==> src/rtl/udpi_pkg.sv <==
// Function
// - mask view holds one enable bit per source at fixed positions, except bus reset end (bit 12), which has none.
// - host resume mask bit is enabled after reset.
// - endpoint status rises when any endpoint flag becomes one.
// - endpoint status is sticky until firmware clears the endpoint flag.
// - suspend status set and suspend entered after 3 ms bus idle.
// - host resume status set when host resume signalling is seen.
// - in suspend, rising edge of send-resume sets external resume status.
// - external resume with remote wake enabled drives resume onto the bus.
// - start-of-frame status set on every frame start token.
// - end of bus reset sets status bit 12.
// - wakeup status set on host resume or bus reset since last clear.
// - writing one to clear register clears matching status bits 8 to 13; zero does nothing.
// - endpoint reset bit forces that endpoint fifo pointers to zero.
// - endpoint reset returns the data toggle to DATA0.
// - endpoint reset leaves flags alone; software writes the bit back to zero.
// - enable register sets mask bits, disable register clears them, on ones.
package udpi_pkg;
  localparam int NUM_EP = 4;
  localparam logic [7:0] OFS_IER = 8'h10;
  localparam logic [7:0] OFS_IDR = 8'h14;
  localparam logic [7:0] OFS_IMR = 8'h18;
  localparam logic [7:0] OFS_ISR = 8'h1C;
  localparam logic [7:0] OFS_ICR = 8'h20;
  localparam logic [7:0] OFS_RST_EP = 8'h28;
  localparam logic [7:0] OFS_CTRL = 8'h2C;
  localparam logic [7:0] OFS_STAT = 8'h30;
  localparam int BIT_SUSP = 8;
  localparam int BIT_HRSM = 9;
  localparam int BIT_XRSM = 10;
  localparam int BIT_SOF = 11;
  localparam int BIT_BRST = 12;
  localparam int BIT_WAKE = 13;
  localparam logic [31:0] MASK_BITS = 32'h0000_2F0F;
  localparam logic [31:0] STAT_BITS = 32'h0000_3F0F;
  localparam logic [31:0] CLR_BITS = 32'h0000_3F00;
  localparam logic [31:0] MASK_RST = 32'h0000_0200;
  localparam int CLK_MHZ = 250;
  localparam int IDLE_MS = 3;
  localparam int IDLE_CYC = IDLE_MS * 1000 * CLK_MHZ;
  localparam int RESUME_US = 10;
  localparam int RESUME_CYC = RESUME_US * CLK_MHZ;
  localparam int PTR_W = 11;

  typedef struct packed {
    logic activity;
    logic host_resume;
    logic sof_token;
    logic bus_reset_end;
  } udpi_bus_ev_t;

  typedef struct packed {
    logic setup_received_flag;
    logic bank0_received_flag;
    logic bank1_received_flag;
    logic transmit_complete_flag;
    logic stall_acked_flag;
  } udpi_ep_flags_t;

  function automatic logic udpi_any_flag(input udpi_ep_flags_t f);
    return |f;
  endfunction : udpi_any_flag
endpackage : udpi_pkg

==> src/rtl/udpi_sync.sv <==
`timescale 1ns/10ps
module udpi_sync (
  input wire logic pclk,
  input wire logic presetn,
  input wire logic din,
  output logic dout
);
  import udpi_pkg::*;

  logic s1_r, s2_r, s3_r;
  // change accepted once the second and third stage agree
  always_ff @(posedge pclk or negedge presetn) begin
    if (!presetn) begin
      s1_r <= 1'b0;
      s2_r <= 1'b0;
      s3_r <= 1'b0;
      dout <= 1'b0;
    end else begin
      s1_r <= din;
      s2_r <= s1_r;
      s3_r <= s2_r;
      if (s2_r == s3_r) dout <= s3_r;
    end
  end
endmodule : udpi_sync

==> src/rtl/udpi_ep_ptr.sv <==
`timescale 1ns/10ps
module udpi_ep_ptr #(
  parameter int PW = udpi_pkg::PTR_W
) (
  input wire logic pclk,
  input wire logic presetn,
  input wire logic ep_reset,
  input wire logic wr_push,
  input wire logic rd_pop,
  input wire logic toggle_flip,
  output logic [PW-1:0] byte_count,
  output logic data_toggle
);
  import udpi_pkg::*;

  logic [PW-1:0] wp_r, rp_r;
  always_ff @(posedge pclk or negedge presetn) begin
    if (!presetn) begin
      wp_r <= '0;
      rp_r <= '0;
    end else if (ep_reset) begin
      wp_r <= '0;
      rp_r <= '0;
    end else begin
      if (wr_push) wp_r <= wp_r + 1'b1;
      if (rd_pop && wp_r != rp_r) rp_r <= rp_r + 1'b1;
    end
  end
  always_ff @(posedge pclk or negedge presetn) begin
    if (!presetn) data_toggle <= 1'b0;
    else if (ep_reset) data_toggle <= 1'b0;
    else if (toggle_flip) data_toggle <= ~data_toggle;
  end
  always_ff @(posedge pclk or negedge presetn) begin
    if (!presetn) byte_count <= '0;
    else if (ep_reset) byte_count <= '0;
    else byte_count <= wp_r - rp_r;
  end
endmodule : udpi_ep_ptr

==> src/rtl/udpi_top.sv <==
// The register offsets and the APB slave port were left to the implementer.
`timescale 1ns/10ps
module udpi_top #(
  parameter int IDLE_CYCLES = udpi_pkg::IDLE_CYC,
  parameter int RESUME_CYCLES = udpi_pkg::RESUME_CYC
) (
  input wire logic pclk,
  input wire logic presetn,
  input wire logic psel,
  input wire logic penable,
  input wire logic pwrite,
  input wire logic [7:0] paddr,
  input wire logic [31:0] pwdata,
  output logic [31:0] prdata,
  output logic pready,
  output logic pslverr,
  input wire udpi_pkg::udpi_bus_ev_t bus_ev,
  input wire udpi_pkg::udpi_ep_flags_t [udpi_pkg::NUM_EP-1:0] ep_flags,
  input wire logic [udpi_pkg::NUM_EP-1:0] ep_push,
  input wire logic [udpi_pkg::NUM_EP-1:0] ep_pop,
  input wire logic [udpi_pkg::NUM_EP-1:0] ep_toggle,
  input wire logic send_resume,
  output logic [udpi_pkg::NUM_EP*udpi_pkg::PTR_W-1:0] received_byte_count,
  output logic [udpi_pkg::NUM_EP-1:0] data_toggle,
  output logic [udpi_pkg::NUM_EP-1:0] endpoint_reset,
  output logic suspended,
  output logic resume_drive,
  output logic irq
);
  import udpi_pkg::*;

  ////////////////////////////////////////////////////////////////////////
  logic [31:0] mask_r;
  logic [31:0] stat_r;
  logic [NUM_EP-1:0] rst_ep_r;
  logic remote_wake_enable_r;
  logic susp_r;
  logic [31:0] idle_cnt_r;
  logic [31:0] rsm_cnt_r;
  logic sresume_s;
  logic sresume_d_r;
  logic [NUM_EP-1:0] ep_any;
  logic [NUM_EP-1:0] ep_any_d_r;
  logic wr_en;
  logic rd_en;
  logic [31:0] set_ev;
  logic [31:0] clr_ev;
  logic xrsm_ev;
  logic idle_hit;

  assign wr_en = psel && penable && pwrite;
  assign rd_en = psel && penable && !pwrite;
  assign pready = 1'b1;

  function automatic logic known_addr(input logic [7:0] a);
    return a == OFS_IER || a == OFS_IDR || a == OFS_IMR || a == OFS_ISR ||
           a == OFS_ICR || a == OFS_RST_EP || a == OFS_CTRL || a == OFS_STAT;
  endfunction : known_addr

  assign pslverr = psel && penable && !known_addr(paddr);

  ////////////////////////////////////////////////////////////////////////
  // send-resume is asynchronous to pclk
  udpi_sync u_sync (
    .pclk(pclk),
    .presetn(presetn),
    .din(send_resume),
    .dout(sresume_s)
  );

  always_ff @(posedge pclk or negedge presetn) begin
    if (!presetn) sresume_d_r <= 1'b0;
    else sresume_d_r <= sresume_s;
  end

  assign xrsm_ev = susp_r && sresume_s && !sresume_d_r;

  ////////////////////////////////////////////////////////////////////////
  // bus idle timer
  assign idle_hit = !susp_r && idle_cnt_r == 32'(IDLE_CYCLES - 1);

  always_ff @(posedge pclk or negedge presetn) begin
    if (!presetn) idle_cnt_r <= '0;
    else if (bus_ev.activity || susp_r) idle_cnt_r <= '0;
    else if (!idle_hit) idle_cnt_r <= idle_cnt_r + 32'h0000_0001;
  end

  always_ff @(posedge pclk or negedge presetn) begin
    if (!presetn) susp_r <= 1'b0;
    else if (idle_hit) susp_r <= 1'b1;
    else if (bus_ev.activity || bus_ev.host_resume || resume_drive) susp_r <= 1'b0;
  end

  assign suspended = susp_r;

  // resume signalling toward the host, fixed length
  always_ff @(posedge pclk or negedge presetn) begin
    if (!presetn) rsm_cnt_r <= '0;
    else if (xrsm_ev && remote_wake_enable_r) rsm_cnt_r <= 32'(RESUME_CYCLES);
    else if (rsm_cnt_r != '0) rsm_cnt_r <= rsm_cnt_r - 32'h0000_0001;
  end

  assign resume_drive = rsm_cnt_r != '0;

  ////////////////////////////////////////////////////////////////////////
  // endpoint flag edges
  always_comb begin
    for (int i = 0; i < NUM_EP; i++) ep_any[i] = udpi_any_flag(ep_flags[i]);
  end

  always_ff @(posedge pclk or negedge presetn) begin
    if (!presetn) ep_any_d_r <= '0;
    else ep_any_d_r <= ep_any;
  end

  always_comb begin
    set_ev = '0;
    set_ev[BIT_SUSP] = idle_hit;
    set_ev[BIT_HRSM] = bus_ev.host_resume;
    set_ev[BIT_XRSM] = xrsm_ev;
    set_ev[BIT_SOF] = bus_ev.sof_token;
    set_ev[BIT_BRST] = bus_ev.bus_reset_end;
    set_ev[BIT_WAKE] = bus_ev.host_resume || bus_ev.bus_reset_end;
    clr_ev = (wr_en && paddr == OFS_ICR) ? (pwdata & CLR_BITS) : '0;
  end

  // set wins over a simultaneous clear
  always_ff @(posedge pclk or negedge presetn) begin
    if (!presetn) stat_r <= '0;
    else stat_r <= ((stat_r & ~clr_ev) | set_ev) & STAT_BITS;
  end

  ////////////////////////////////////////////////////////////////////////
  always_ff @(posedge pclk or negedge presetn) begin
    if (!presetn) mask_r <= MASK_RST;
    else if (wr_en && paddr == OFS_IER) mask_r <= mask_r | (pwdata & MASK_BITS);
    else if (wr_en && paddr == OFS_IDR) mask_r <= mask_r & ~(pwdata & MASK_BITS);
  end

  always_ff @(posedge pclk or negedge presetn) begin
    if (!presetn) rst_ep_r <= '0;
    else if (wr_en && paddr == OFS_RST_EP) rst_ep_r <= pwdata[NUM_EP-1:0];
  end

  always_ff @(posedge pclk or negedge presetn) begin
    if (!presetn) remote_wake_enable_r <= 1'b0;
    else if (wr_en && paddr == OFS_CTRL) remote_wake_enable_r <= pwdata[0];
  end

  assign endpoint_reset = rst_ep_r;

  ////////////////////////////////////////////////////////////////////////
  // endpoint status follows the live flags, so it stays until they clear
  logic [31:0] view_stat;
  always_comb begin
    view_stat = stat_r;
    view_stat[NUM_EP-1:0] = ep_any_d_r | ep_any;
  end

  always_ff @(posedge pclk or negedge presetn) begin
    if (!presetn) irq <= 1'b0;
    else irq <= |(view_stat & mask_r);
  end

  always_ff @(posedge pclk or negedge presetn) begin
    if (!presetn) prdata <= '0;
    else if (psel && !penable && !pwrite) begin
      case (paddr)
        OFS_IMR: prdata <= mask_r & MASK_BITS;
        OFS_ISR: prdata <= view_stat;
        OFS_RST_EP: prdata <= {28'h000_0000, rst_ep_r};
        OFS_CTRL: prdata <= {31'h0000_0000, remote_wake_enable_r};
        OFS_STAT: prdata <= {31'h0000_0000, susp_r};
        default: prdata <= '0;
      endcase
    end
  end

  ////////////////////////////////////////////////////////////////////////
  genvar g;
  generate
    for (g = 0; g < NUM_EP; g++) begin : g_ep
      udpi_ep_ptr u_ptr (
        .pclk(pclk),
        .presetn(presetn),
        .ep_reset(rst_ep_r[g]),
        .wr_push(ep_push[g]),
        .rd_pop(ep_pop[g]),
        .toggle_flip(ep_toggle[g]),
        .byte_count(received_byte_count[g*PTR_W +: PTR_W]),
        .data_toggle(data_toggle[g])
      );
    end
  endgenerate
endmodule : udpi_top

==> config.mk <==
export PLATFORM = sky130hd
export DESIGN_NAME = udpi_top
export DESIGN_NICKNAME = d
export VERILOG_FILES = /design/src/rtl/udpi_pkg.sv /design/src/rtl/udpi_sync.sv /design/src/rtl/udpi_ep_ptr.sv /design/src/rtl/udpi_top.sv
export SDC_FILE = /design/constraint.sdc
export NUM_CORES = 1
export LEC_CHECK = 0
export BUFFER_PORTS_ARGS = -buffer_cell sky130_fd_sc_hd__clkbuf_2
export CORE_ASPECT_RATIO = 1.2
export CORE_MARGIN = 5
export CORE_UTILIZATION = 45
export CTS_CLUSTER_DIAMETER = 100
export CTS_CLUSTER_SIZE = 14
export DETAILED_ROUTE_END_ITERATION = 16
export PLACE_DENSITY_LB_ADDON = 0.12
export SETUP_SLACK_MARGIN = 0.02
export SLEW_MARGIN = 25
export SYNTH_ARGS = -nofsm -noshare
export SYNTH_HDL_FRONTEND = slang
export SYNTH_SLANG_ARGS = --single-unit
==> constraint.sdc <==
create_clock -name pclk -period 2.4 [get_ports pclk]
set_input_delay 0.12 -clock pclk [delete_from_list [all_inputs] [get_ports pclk]]
set_output_delay 0.12 -clock pclk [all_outputs]
set_load 0.02 [all_outputs]
==> results.ini, run 1 <==
[routing]
drt_first_pass_iters=4
wire_per_inst_um=15.5
drt_iter0_drc=652
vias=10000
post-route-drc-count=0
via_per_inst=5.15
wl_mm=30.1
ant_nets=0

[floorplan]
ios=171
die_x_um=164
dieHeight_um=195
die-area_mm2=0.0320
core_region_area_mm2=0.0280
initial_core_util_pct=45.8
num_rows=67

[global_routing]
grt_antenna_before_repair=3
grt_pass1_wl_mm=50.1
grt_pass1_vias=9974
grt_usage_pct=18.8
grt_overflow=0
grt_max_degree=65

[hold_path]
hold_class=primary input to flip-flop

[placed_design]
placedCellCount=1858
post-dp-hpwl_mm=21.8
routabilityCongestion=0.846
io_buffers=125
placed_area_mm2=0.0141

[power_and_ir_drop]
power_density_mw_per_mm2=998
peakVddDrop_uv=628
power_mw=15.3
cellLeakagePower_nw=7.15

[clock_network]
cts_tree=done
htree_levels=1
cts_num_sinks=241
clk_pin_slew_ns=0.07
root_buffer=clkbuf_16
cts_buffers=21
clockBufferDepth=3
clock_latency_ns=0.51

[finish]
final_cells=1944
final_area_mm2=0.0153
layout-drive-gt1-share_pct=17.1
syn_to_final_growth_pct=19.3
nNetsFinal=1692

[logic_synthesis]
yosysSeqAreaShare_pct=47.0
ys_ff_latch=241
avgSynthCellArea_um2=9.58
synth_ff_type=dfrtp_1
synthCells=1338
synth_edf_count=0
netlist_area_mm2=0.0128
synth_async_sr_flop_share_pct=100
yosysWarningCount=0
ys_types=68

[timing]
rsz0062_at_grt=yes
slew_headroom_pct=51.8
min_period_ns=2.38
worstMarginPinSlew_ns=0.723
finalCritPeriodShare_pct=99.0
hold_viol_final=0
timing.fmax_mhz=421
clock_skew_ns=0.0125
setup_violations=0
hold_ws_ns=0.0806
slew_viol_final=0

[critical_path]
end_kind=flip-flop
setup.worst_path.start_class=flip-flop
crit_arrival_ns=2.76
crit_fanout=5
critical_path_class=flip-flop to flip-flop
cp_data_required_time_ns=2.78

[job]
maxCapViolations=0

[outcome]
status=finished, final reports clean

==> through the flow <==
| stage | setup WS, ns | setup TNS (ns) | util (%) |
|---|---|---|---|
| 2_1_floorplan | 0.0496 | 0 | - |
| 3_3_place_gp | -0.0152 | -0.0183 | 50.5 |
| 3_5_place_dp | -0.0494 | -0.164 | 50.5 |
| 4_1_cts | -0.0582 | -0.0582 | 54.3 |
| 5_1_grt | -0.0860 | -0.235 | 54.6 |
| 6_report | 0.0228 | 0 | 54.6 |
==> report_power, final <==
part | total (mW) | switching (mW) | leakage [nW] | internal [mW]
Sequential | 5.65 | 0.641 | 3.05 | 5.01
Combinational | 6.48 | 3.68 | 3.82 | 2.80
Clock | 3.14 | 1.49 | 0.281 | 1.64
Total | 15.3 | 5.82 | 7.15 | 9.45
==> sequential cells by signal (all words and copies together) (netlist names), 4 cells and up, named ones only <==
name	count
g_ep.u_ptr.data_toggle	4
g_ep.u_ptr.rp_r	44
stat_r	6
rsm_cnt_r	32
endpoint_reset	4
prdata	10
idle_cnt_r	32
ep_any_d_r	4
g_ep.u_ptr.byte_count	44
g_ep.u_ptr.wp_r	44
==> critical path, stage by stage (launching register included) <==
cell and delay, ns:
dfrtp_1 0.39, or4_4 0.54, or4_1 0.57, o311a_4 0.44
nand2_1 0.10, xor2_1 0.17, nor2_1 0.05
==> per-layer routing <==
layer / track usage [%] / up-vias / part of all wire [%]
met2: 32.1 / 154 / 49
met3: 3.14 / 29 / 4.2
met1: 24.9 / 4857 / 45
li1: - / 4972 / -
met5: 0 / - / 0.090
met4: 4.23 / 4 / 1.8
==> placed cells by master, fill, tap and decap left out, types with 5 or more instances in the layout <==
| cell type | Yosys | routed |
|---|---|---|
| and2_1 | 8 | 8 |
| nand3_1 | 34 | 34 |
| clkbuf_2 | 0 | 123 |
| ha_1 | 50 | 49 |
| dfrtp_1 | 240 | 240 |
| xnor2_1 | 76 | 76 |
| conb_1 | 2 | 23 |
| a21o_1 | 18 | 18 |
| a22o_1 | 9 | 9 |
| clkbuf_16 | 0 | 21 |
| nand4_1 | 36 | 36 |
| nor2_1 | 209 | 208 |
| nor3_1 | 35 | 35 |
| o21a_1 | 6 | 6 |
| nand2_1 | 102 | 102 |
| or3_1 | 31 | 30 |
| o31ai_1 | 9 | 9 |
| and3_1 | 16 | 16 |
| mux2i_1 | 12 | 12 |
| o21bai_1 | 7 | 7 |
| or4_1 | 8 | 8 |
| and4_1 | 6 | 5 |
| xor2_1 | 71 | 71 |
| mux2_2 | 12 | 12 |
| nor4_1 | 17 | 17 |
| dlygate4sd3_1 | 0 | 39 |
| inv_1 | 63 | 63 |
| nor2b_1 | 15 | 15 |
| o21ai_0 | 56 | 55 |
| a21oi_1 | 55 | 51 |
| buf_4 | 31 | 73 |
| clkbuf_1 | 25 | 8 |
==> area by class of cell <==
type	instances	area [um2]
Timing Repair Buffer	240	1630
Sequential cell	241	6030
Tap cell	379	474
Inverter	63	236
Multi-Input combinational cell	989	6330
Clock inverter	1	11.3
Fill cell	2641	12700
Antenna cell	1	2.50
Clock buffer	30	569
==> timing repair <==
action                                 in CTS  in global routing
resized for setup                           6                 12
hold buffers                               39                  0
setup endpoints to repair                   9                 30
pin swaps                                   4                  6
setup buffers                               9                  6
endpoints found under the hold margin     220                  0
==> final timing paths <==
kind,slack (ns),cells after the start,from,to
worst min register to register,0.35,0,u_sync.s1_r,u_sync.s2_r
worst min-delay path,0.08,5,ep_flags[13],irq
min in group asynchronous,0.12,2,presetn,rsm_cnt_r[7]
worst max-delay path,0.02,6,rsm_cnt_r[21],rsm_cnt_r[27]
worst max register to register,0.02,6,rsm_cnt_r[21],rsm_cnt_r[27]
max in group asynchronous,1.47,3,presetn,g_ep[0].u_ptr.wp_r[1]
==> kinds of logic after synthesis <==
kind of cell / Yosys count / share of synthesized area (%)
fa+ha+maj: 55 / 5.58
simple gates: 549 / 21.1
mux: 24 / 1.99
xor+xnor: 147 / 10.0
compound gates: 191 / 9.50
other cells: 2 / 0.0586
buf+inv: 129 / 4.70
flops: 241 / 47.0
==> synthesized netlist by cell type (all sizes together) (36+ instances only) <==
cell / n / area, um2
buf: 41 / 273
xor2: 71 / 622
dfrtp: 240 / 6010
a21oi: 55 / 275
nand4: 36 / 225
nor3: 36 / 191
o21ai: 56 / 280
xnor2: 76 / 666
nor2: 209 / 785
nand2: 102 / 383
ha: 50 / 626
inv: 63 / 236
No activity file was read; power rests on OpenSTA's default activity.
==> inputs of run 2 (changes only) <==
--- a/config.mk
+++ b/config.mk
@@ -9,6 +9,7 @@
 export CORE_ASPECT_RATIO = 1.2
 export CORE_MARGIN = 5
 export CORE_UTILIZATION = 45
+export CTS_BUF_LIST = sky130_fd_sc_hd__clkbuf_4 sky130_fd_sc_hd__clkbuf_8
 export CTS_CLUSTER_DIAMETER = 100
 export CTS_CLUSTER_SIZE = 14
 export DETAILED_ROUTE_END_ITERATION = 16
==> run 2 against run 1 <==
Effect of this change: first-iteration DRC count is 2.6% lower; die area stayed put; routed wire length is 0.52% lower; combinational power hardly changed; via count hardly changed; sequential cell count stayed put; critical endpoint is now resume_drive; largest cell class unchanged.
==> results.ini, run 2 (same netlist as run 1, synthesis figures left out) <==
[outcome]
status=finished, final reports clean

[routing]
ant_nets=0
top_layer_used=met5
wire_per_inst_um=15.4
met3_length_mm=1.36
vias=10000
post-route-drc-count=0
drt_first_pass_iters=4
via_per_inst=5.15
route.met2.wl_mm=14.5
wl_mm=29.9
drt_iter0_drc=635
wl_met1_mm=13.4

[power_and_ir_drop]
seq_power_share_pct=38.9
power_density_mw_per_mm2=959
pwr-share-comb_pct=44.9
internal_power_mw=8.79
peakVddDrop_uv=559
pwr-share-clk_pct=16.2
cellLeakagePower_nw=7.07
p_sw_share_pct=39.3
power.switching_mw=5.69

[floorplan]
die_x_um=164
core_region_area_mm2=0.0280
dieHeight_um=195
die-area_mm2=0.0320
ios=171
initial_core_util_pct=45.8
num_rows=67

[critical_path]
crit_fanout=2
crit_arrival_ns=2.26
critical_path_class=flip-flop to output pin
cpPeakStageDelay_ns=0.54
end_kind=output pin
cp_data_required_time_ns=2.28
worstPathCellList=or4_4 -> buf_6 -> nor4_4 -> buf_4 -> nand4_1 -> clkbuf_8
path_buf_inv=3
cp_slowest_cell=or4_4
setup.worst_path.start_class=flip-flop
path_delay_family=simple AND/OR/NAND/NOR gates

[global_routing]
grt_usage_pct=18.8
grt_pass1_wl_mm=50.1
grt_pass1_vias=9982
grt_antenna_before_repair=4
grt_max_degree=65
grt_overflow=0

[timing]
clock_skew_ns=0.0182
worstMarginPinSlew_ns=0.711
slew_headroom_pct=52.6
hold_viol_final=0
hold_ws_ns=0.0545
timing.fmax_mhz=420
setup_violations=0
slew_viol_final=0
rsz0062_at_grt=yes
finalCritPeriodShare_pct=99.2
min_period_ns=2.38

[job]
maxCapViolations=0

[finish]
final_common_cell=dfrtp_1
nNetsFinal=1693
layout-drive-gt1-share_pct=17.6
layout_common_cells=240 x dfrtp_1, 208 x nor2_1, 123 x clkbuf_2
utilization_pct=53.9
syn_to_final_growth_pct=17.8
top_regs=g_ep.u_ptr.byte_count x44, g_ep.u_ptr.rp_r x44, g_ep.u_ptr.wp_r x44

[clock_network]
cts_buffers=21
clk_pin_slew_ns=0.09
clockBufferDepth=3
root_buffer=clkbuf_8
clock_latency_ns=0.53
cts_num_sinks=241
cts_tree=done
htree_levels=1

[placed_design]
routabilityCongestion=0.846
io_buffers=125
post-dp-hpwl_mm=21.8

[hold_path]
hold_class=primary input to flip-flop

==> run 2: changes by cell type in the layout (fill, tap and decap cells not counted), moves of 3 or more <==
cell       before  now
clkbuf_4        0    8
buf_6           1    4
clkbuf_1        8    0
buf_4          73   70
clkbuf_16      21    0
clkbuf_8        2   23
==> run 2: final timing paths <==
path | from | endpoint | slack, ns | cells past startpoint
worst min-delay path | ep_flags[13] | irq | 0.05 | 5
max in group asynchronous | presetn | g_ep[0].u_ptr.wp_r[1] | 1.50 | 3
worst max-delay path | rsm_cnt_r[21] | resume_drive | 0.02 | 6
min in group asynchronous | presetn | rsm_cnt_r[7] | 0.09 | 2
worst max register to register | rsm_cnt_r[21] | rsm_cnt_r[18] | 0.06 | 6
worst min register to register | u_sync.s1_r | u_sync.s2_r | 0.35 | 0
==> run 2: stage by stage <==
stage	std cells	instance area, um2	setup slack [ns]	total power, mW	TNS (ns)
2_1_floorplan	1359	12900	0.0496	10.2	0
3_3_place_gp	1858	14100	-0.0152	12.0	-0.0183
3_5_place_dp	1858	14100	-0.0494	12.1	-0.164
4_1_cts	1938	15000	-0.112	14.6	-0.112
5_1_grt	1946	15100	-0.0999	15.8	-0.289
6_report	1946	15100	0.0191	14.5	0
==> run 2: worst min-delay path, delay by kind of cell <==
family                 cells  cell delay (ns)
buffers and inverters      1             0.08
AND/OR/NAND/NOR            3             0.24
AO/OA/AOI/OAI              1             0.10
==> run 2: repair_timing <==
action,CTS,global route
resized for setup,10,12
endpoints found under the setup margin,9,32
hold buffers,40,0
setup buffers,9,7
pin swaps,5,6
endpoints found under the hold margin,251,0
==> run 2: layout make-up <==
class,count,area (um2)
well taps,379,474
clock inverters,1,11.3
clock buffers,30,363
flip-flops and latches,241,6030
inverters,63,236
multi-input cells,989,6320
diodes,2,5.00
fillers,2667,12900
repair buffers,241,1660
==> run 2: power by group through the flow <==
stage          Clock (mW)  Combinational, mW  Sequential [mW]
5_1_grt              2.64               7.39             5.76
4_1_cts              2.49               6.48             5.66
6_report             2.35               6.50             5.64
3_3_place_gp            0               6.33             5.71
2_1_floorplan           0               4.21             6.01
3_5_place_dp            0               6.40             5.73
==> run 2: layer usage <==
layer	vias up	track usage [%]
li1	4972	-
met1	4838	25.1
met2	165	31.9
met3	36	3.07
met4	4	4.57
met5	-	0
==> inputs of run 3 (changes only) <==
==> constraint.sdc (replaced) <==
create_clock -name pclk -period 2.05 [get_ports pclk]
set_input_delay 0.1025 -clock pclk [delete_from_list [all_inputs] [get_ports pclk]]
set_output_delay 0.1025 -clock pclk [all_outputs]
set_load 0.02 [all_outputs]
==> run 3 against run 2 <==
Effect of this change: the run now ends with setup timing left; hold slack got worse by 0.013 ns; via count up 7.0%; register-to-register slack worse by 0.31 ns; setup slack worse by 0.31 ns; power is 36% higher; global-route usage is 1.3 points higher; clock skew increased by 0.0095 ns; sequential cell count did not move; cell count increased by 8.8%; die area unchanged; routed wire length increased by 8.7%; design area up 14%; largest cell class unchanged; highest routed layer is now met4.
==> results.ini, run 3 (same netlist as run 1, synthesis figures left out) <==
[routing]
drt_first_pass_iters=5
via_per_inst=5.06
drt_iter0_drc=521
wire_per_inst_um=15.3
wl_mm=32.5
vias=10700
post-route-drc-count=0
ant_nets=0

[clock_network]
cts_num_sinks=241
clk_pin_slew_ns=0.10
cts_buffers=21
root_buffer=clkbuf_8
clockBufferDepth=3
clock_latency_ns=0.55
htree_levels=1
cts_tree=done

[placed_design]
post-dp-hpwl_mm=23.0
placed_area_mm2=0.0153
placedCellCount=1993
routabilityCongestion=0.812
io_buffers=125
place_ws_ns=-0.274

[finish]
syn_to_final_growth_pct=34.1
final_area_mm2=0.0172
nNetsFinal=1867
final_cells=2118
fill_cells=2430
layout-drive-gt1-share_pct=33.0
top_regs=g_ep.u_ptr.byte_count x44, g_ep.u_ptr.rp_r x44, g_ep.u_ptr.wp_r x44
final_common_cell=dfrtp_1
layout_common_cells=238 x dfrtp_1, 234 x buf_4, 207 x nor2_1

[outcome]
status=finished, violations left
violations=setup timing

[critical_path]
path_delay_family=simple AND/OR/NAND/NOR gates
end_kind=output pin
cpPeakStageDelay_ns=0.54
crit_arrival_ns=2.23
rr_startpoint=rsm_cnt_r[1]
r2r-end=rsm_cnt_r[29]
cp_slowest_cell=or4_4
cp_data_required_time_ns=1.95
critical_path_class=flip-flop to output pin
setup.worst_path.start_class=flip-flop
path_buf_inv=3
worstPathCellList=or4_4 -> buf_6 -> nor4_4 -> buf_4 -> nand4_1 -> clkbuf_8
crit_fanout=2
r2r_slack_ns=-0.25
rr_worst_depth=8

[timing]
worstMarginPinSlew_ns=0.655
hold_ws_ns=0.0413
timing.fmax_mhz=428
min_period_ns=2.34
slew_headroom_pct=56.4
slew_viol_final=0
fin_ws_ns=-0.287
clock_skew_ns=0.0277
finalCritPeriodShare_pct=114
rsz0062_at_grt=yes
hold_viol_final=0
setup_violations=29

[power_and_ir_drop]
cellLeakagePower_nw=8.00
power_density_mw_per_mm2=1140
peakVddDrop_uv=909

[floorplan]
die-area_mm2=0.0320
num_rows=67
initial_core_util_pct=45.8
dieHeight_um=195
die_x_um=164
ios=171
core_region_area_mm2=0.0280

[global_routing]
grt_usage_pct=20.1
grt_overflow=0
grt_antenna_before_repair=1
grt_max_degree=61
grt_pass1_wl_mm=53.6
grt_pass1_vias=11000

[hold_path]
whs_endpoint=irq
holdPathStages=5
hold_class=primary input to flip-flop
hp-start=ep_flags[8]

[job]
maxCapViolations=0

==> run 3: layer usage <==
metal  track usage, %  part of all wire (%)  vias up
li1                 -                     -     5323
met1             26.4                    44     5170
met2             34.7                    50      174
met3             3.09                   4.2       48
met4             4.91                   2.1        0
met5                0                     0        -
==> run 3: stage by stage <==
step	TNS [ns]	util [%]	power, mW
global placement	-3.15	54.7	15.6
floorplan	-1.90	-	12.2
CTS	-5.40	58.9	18.9
detailed placement	-4.30	54.7	15.7
finish	-3.14	61.4	19.6
global route	-7.50	61.4	21.3
==> run 3: worst min-delay path, delay by kind of cell <==
kind,cells,cell delay [ns]
compound gates,1,0.10
simple gates,3,0.26
buf+inv,1,0.07
==> run 3: layout make-up <==
| cell class | count | area [um2] | share of cell area, % |
|---|---|---|---|
| tap | 379 | 474 | 2.76 |
| inverter | 63 | 236 | 1.37 |
| clock buffer | 29 | 349 | 2.03 |
| sequential | 241 | 6030 | 35.1 |
| timing repair buffer | 415 | 3010 | 17.5 |
| antenna | 1 | 2.50 | 0.0145 |
| multi-input combinational | 989 | 7080 | 41.2 |
| clock inverter | 1 | 16.3 | 0.0946 |
==> run 3: worst max-delay path by stage <==
stage	from	endpoint	slack, ns	cells after the start
final	rsm_cnt_r[21]	resume_drive	-0.29	6
after global routing	rsm_cnt_r[21]	resume_drive	-0.38	6
after CTS	rsm_cnt_r[21]	resume_drive	-0.46	6
after detailed placement	rsm_cnt_r[23]	rsm_cnt_r[14]	-0.27	6
after global placement	rsm_cnt_r[23]	rsm_cnt_r[23]	-0.21	6
after floorplan	rsm_cnt_r[23]	rsm_cnt_r[25]	-0.20	7
==> run 3: what timing repair did <==
item	in CTS	in global routing
pin swaps	42	73
hold buffers	40	2
resized for setup	65	94
setup endpoints to repair	55	91
setup buffers	18	38
endpoints found under the hold margin	286	1
==> run 3: report_power, final <==
group / internal, mW / switching (mW)
sequential: 5.86 / 0.617
clock: 1.10 / 1.62
combinational: 5.19 / 5.26
total: 12.1 / 7.50
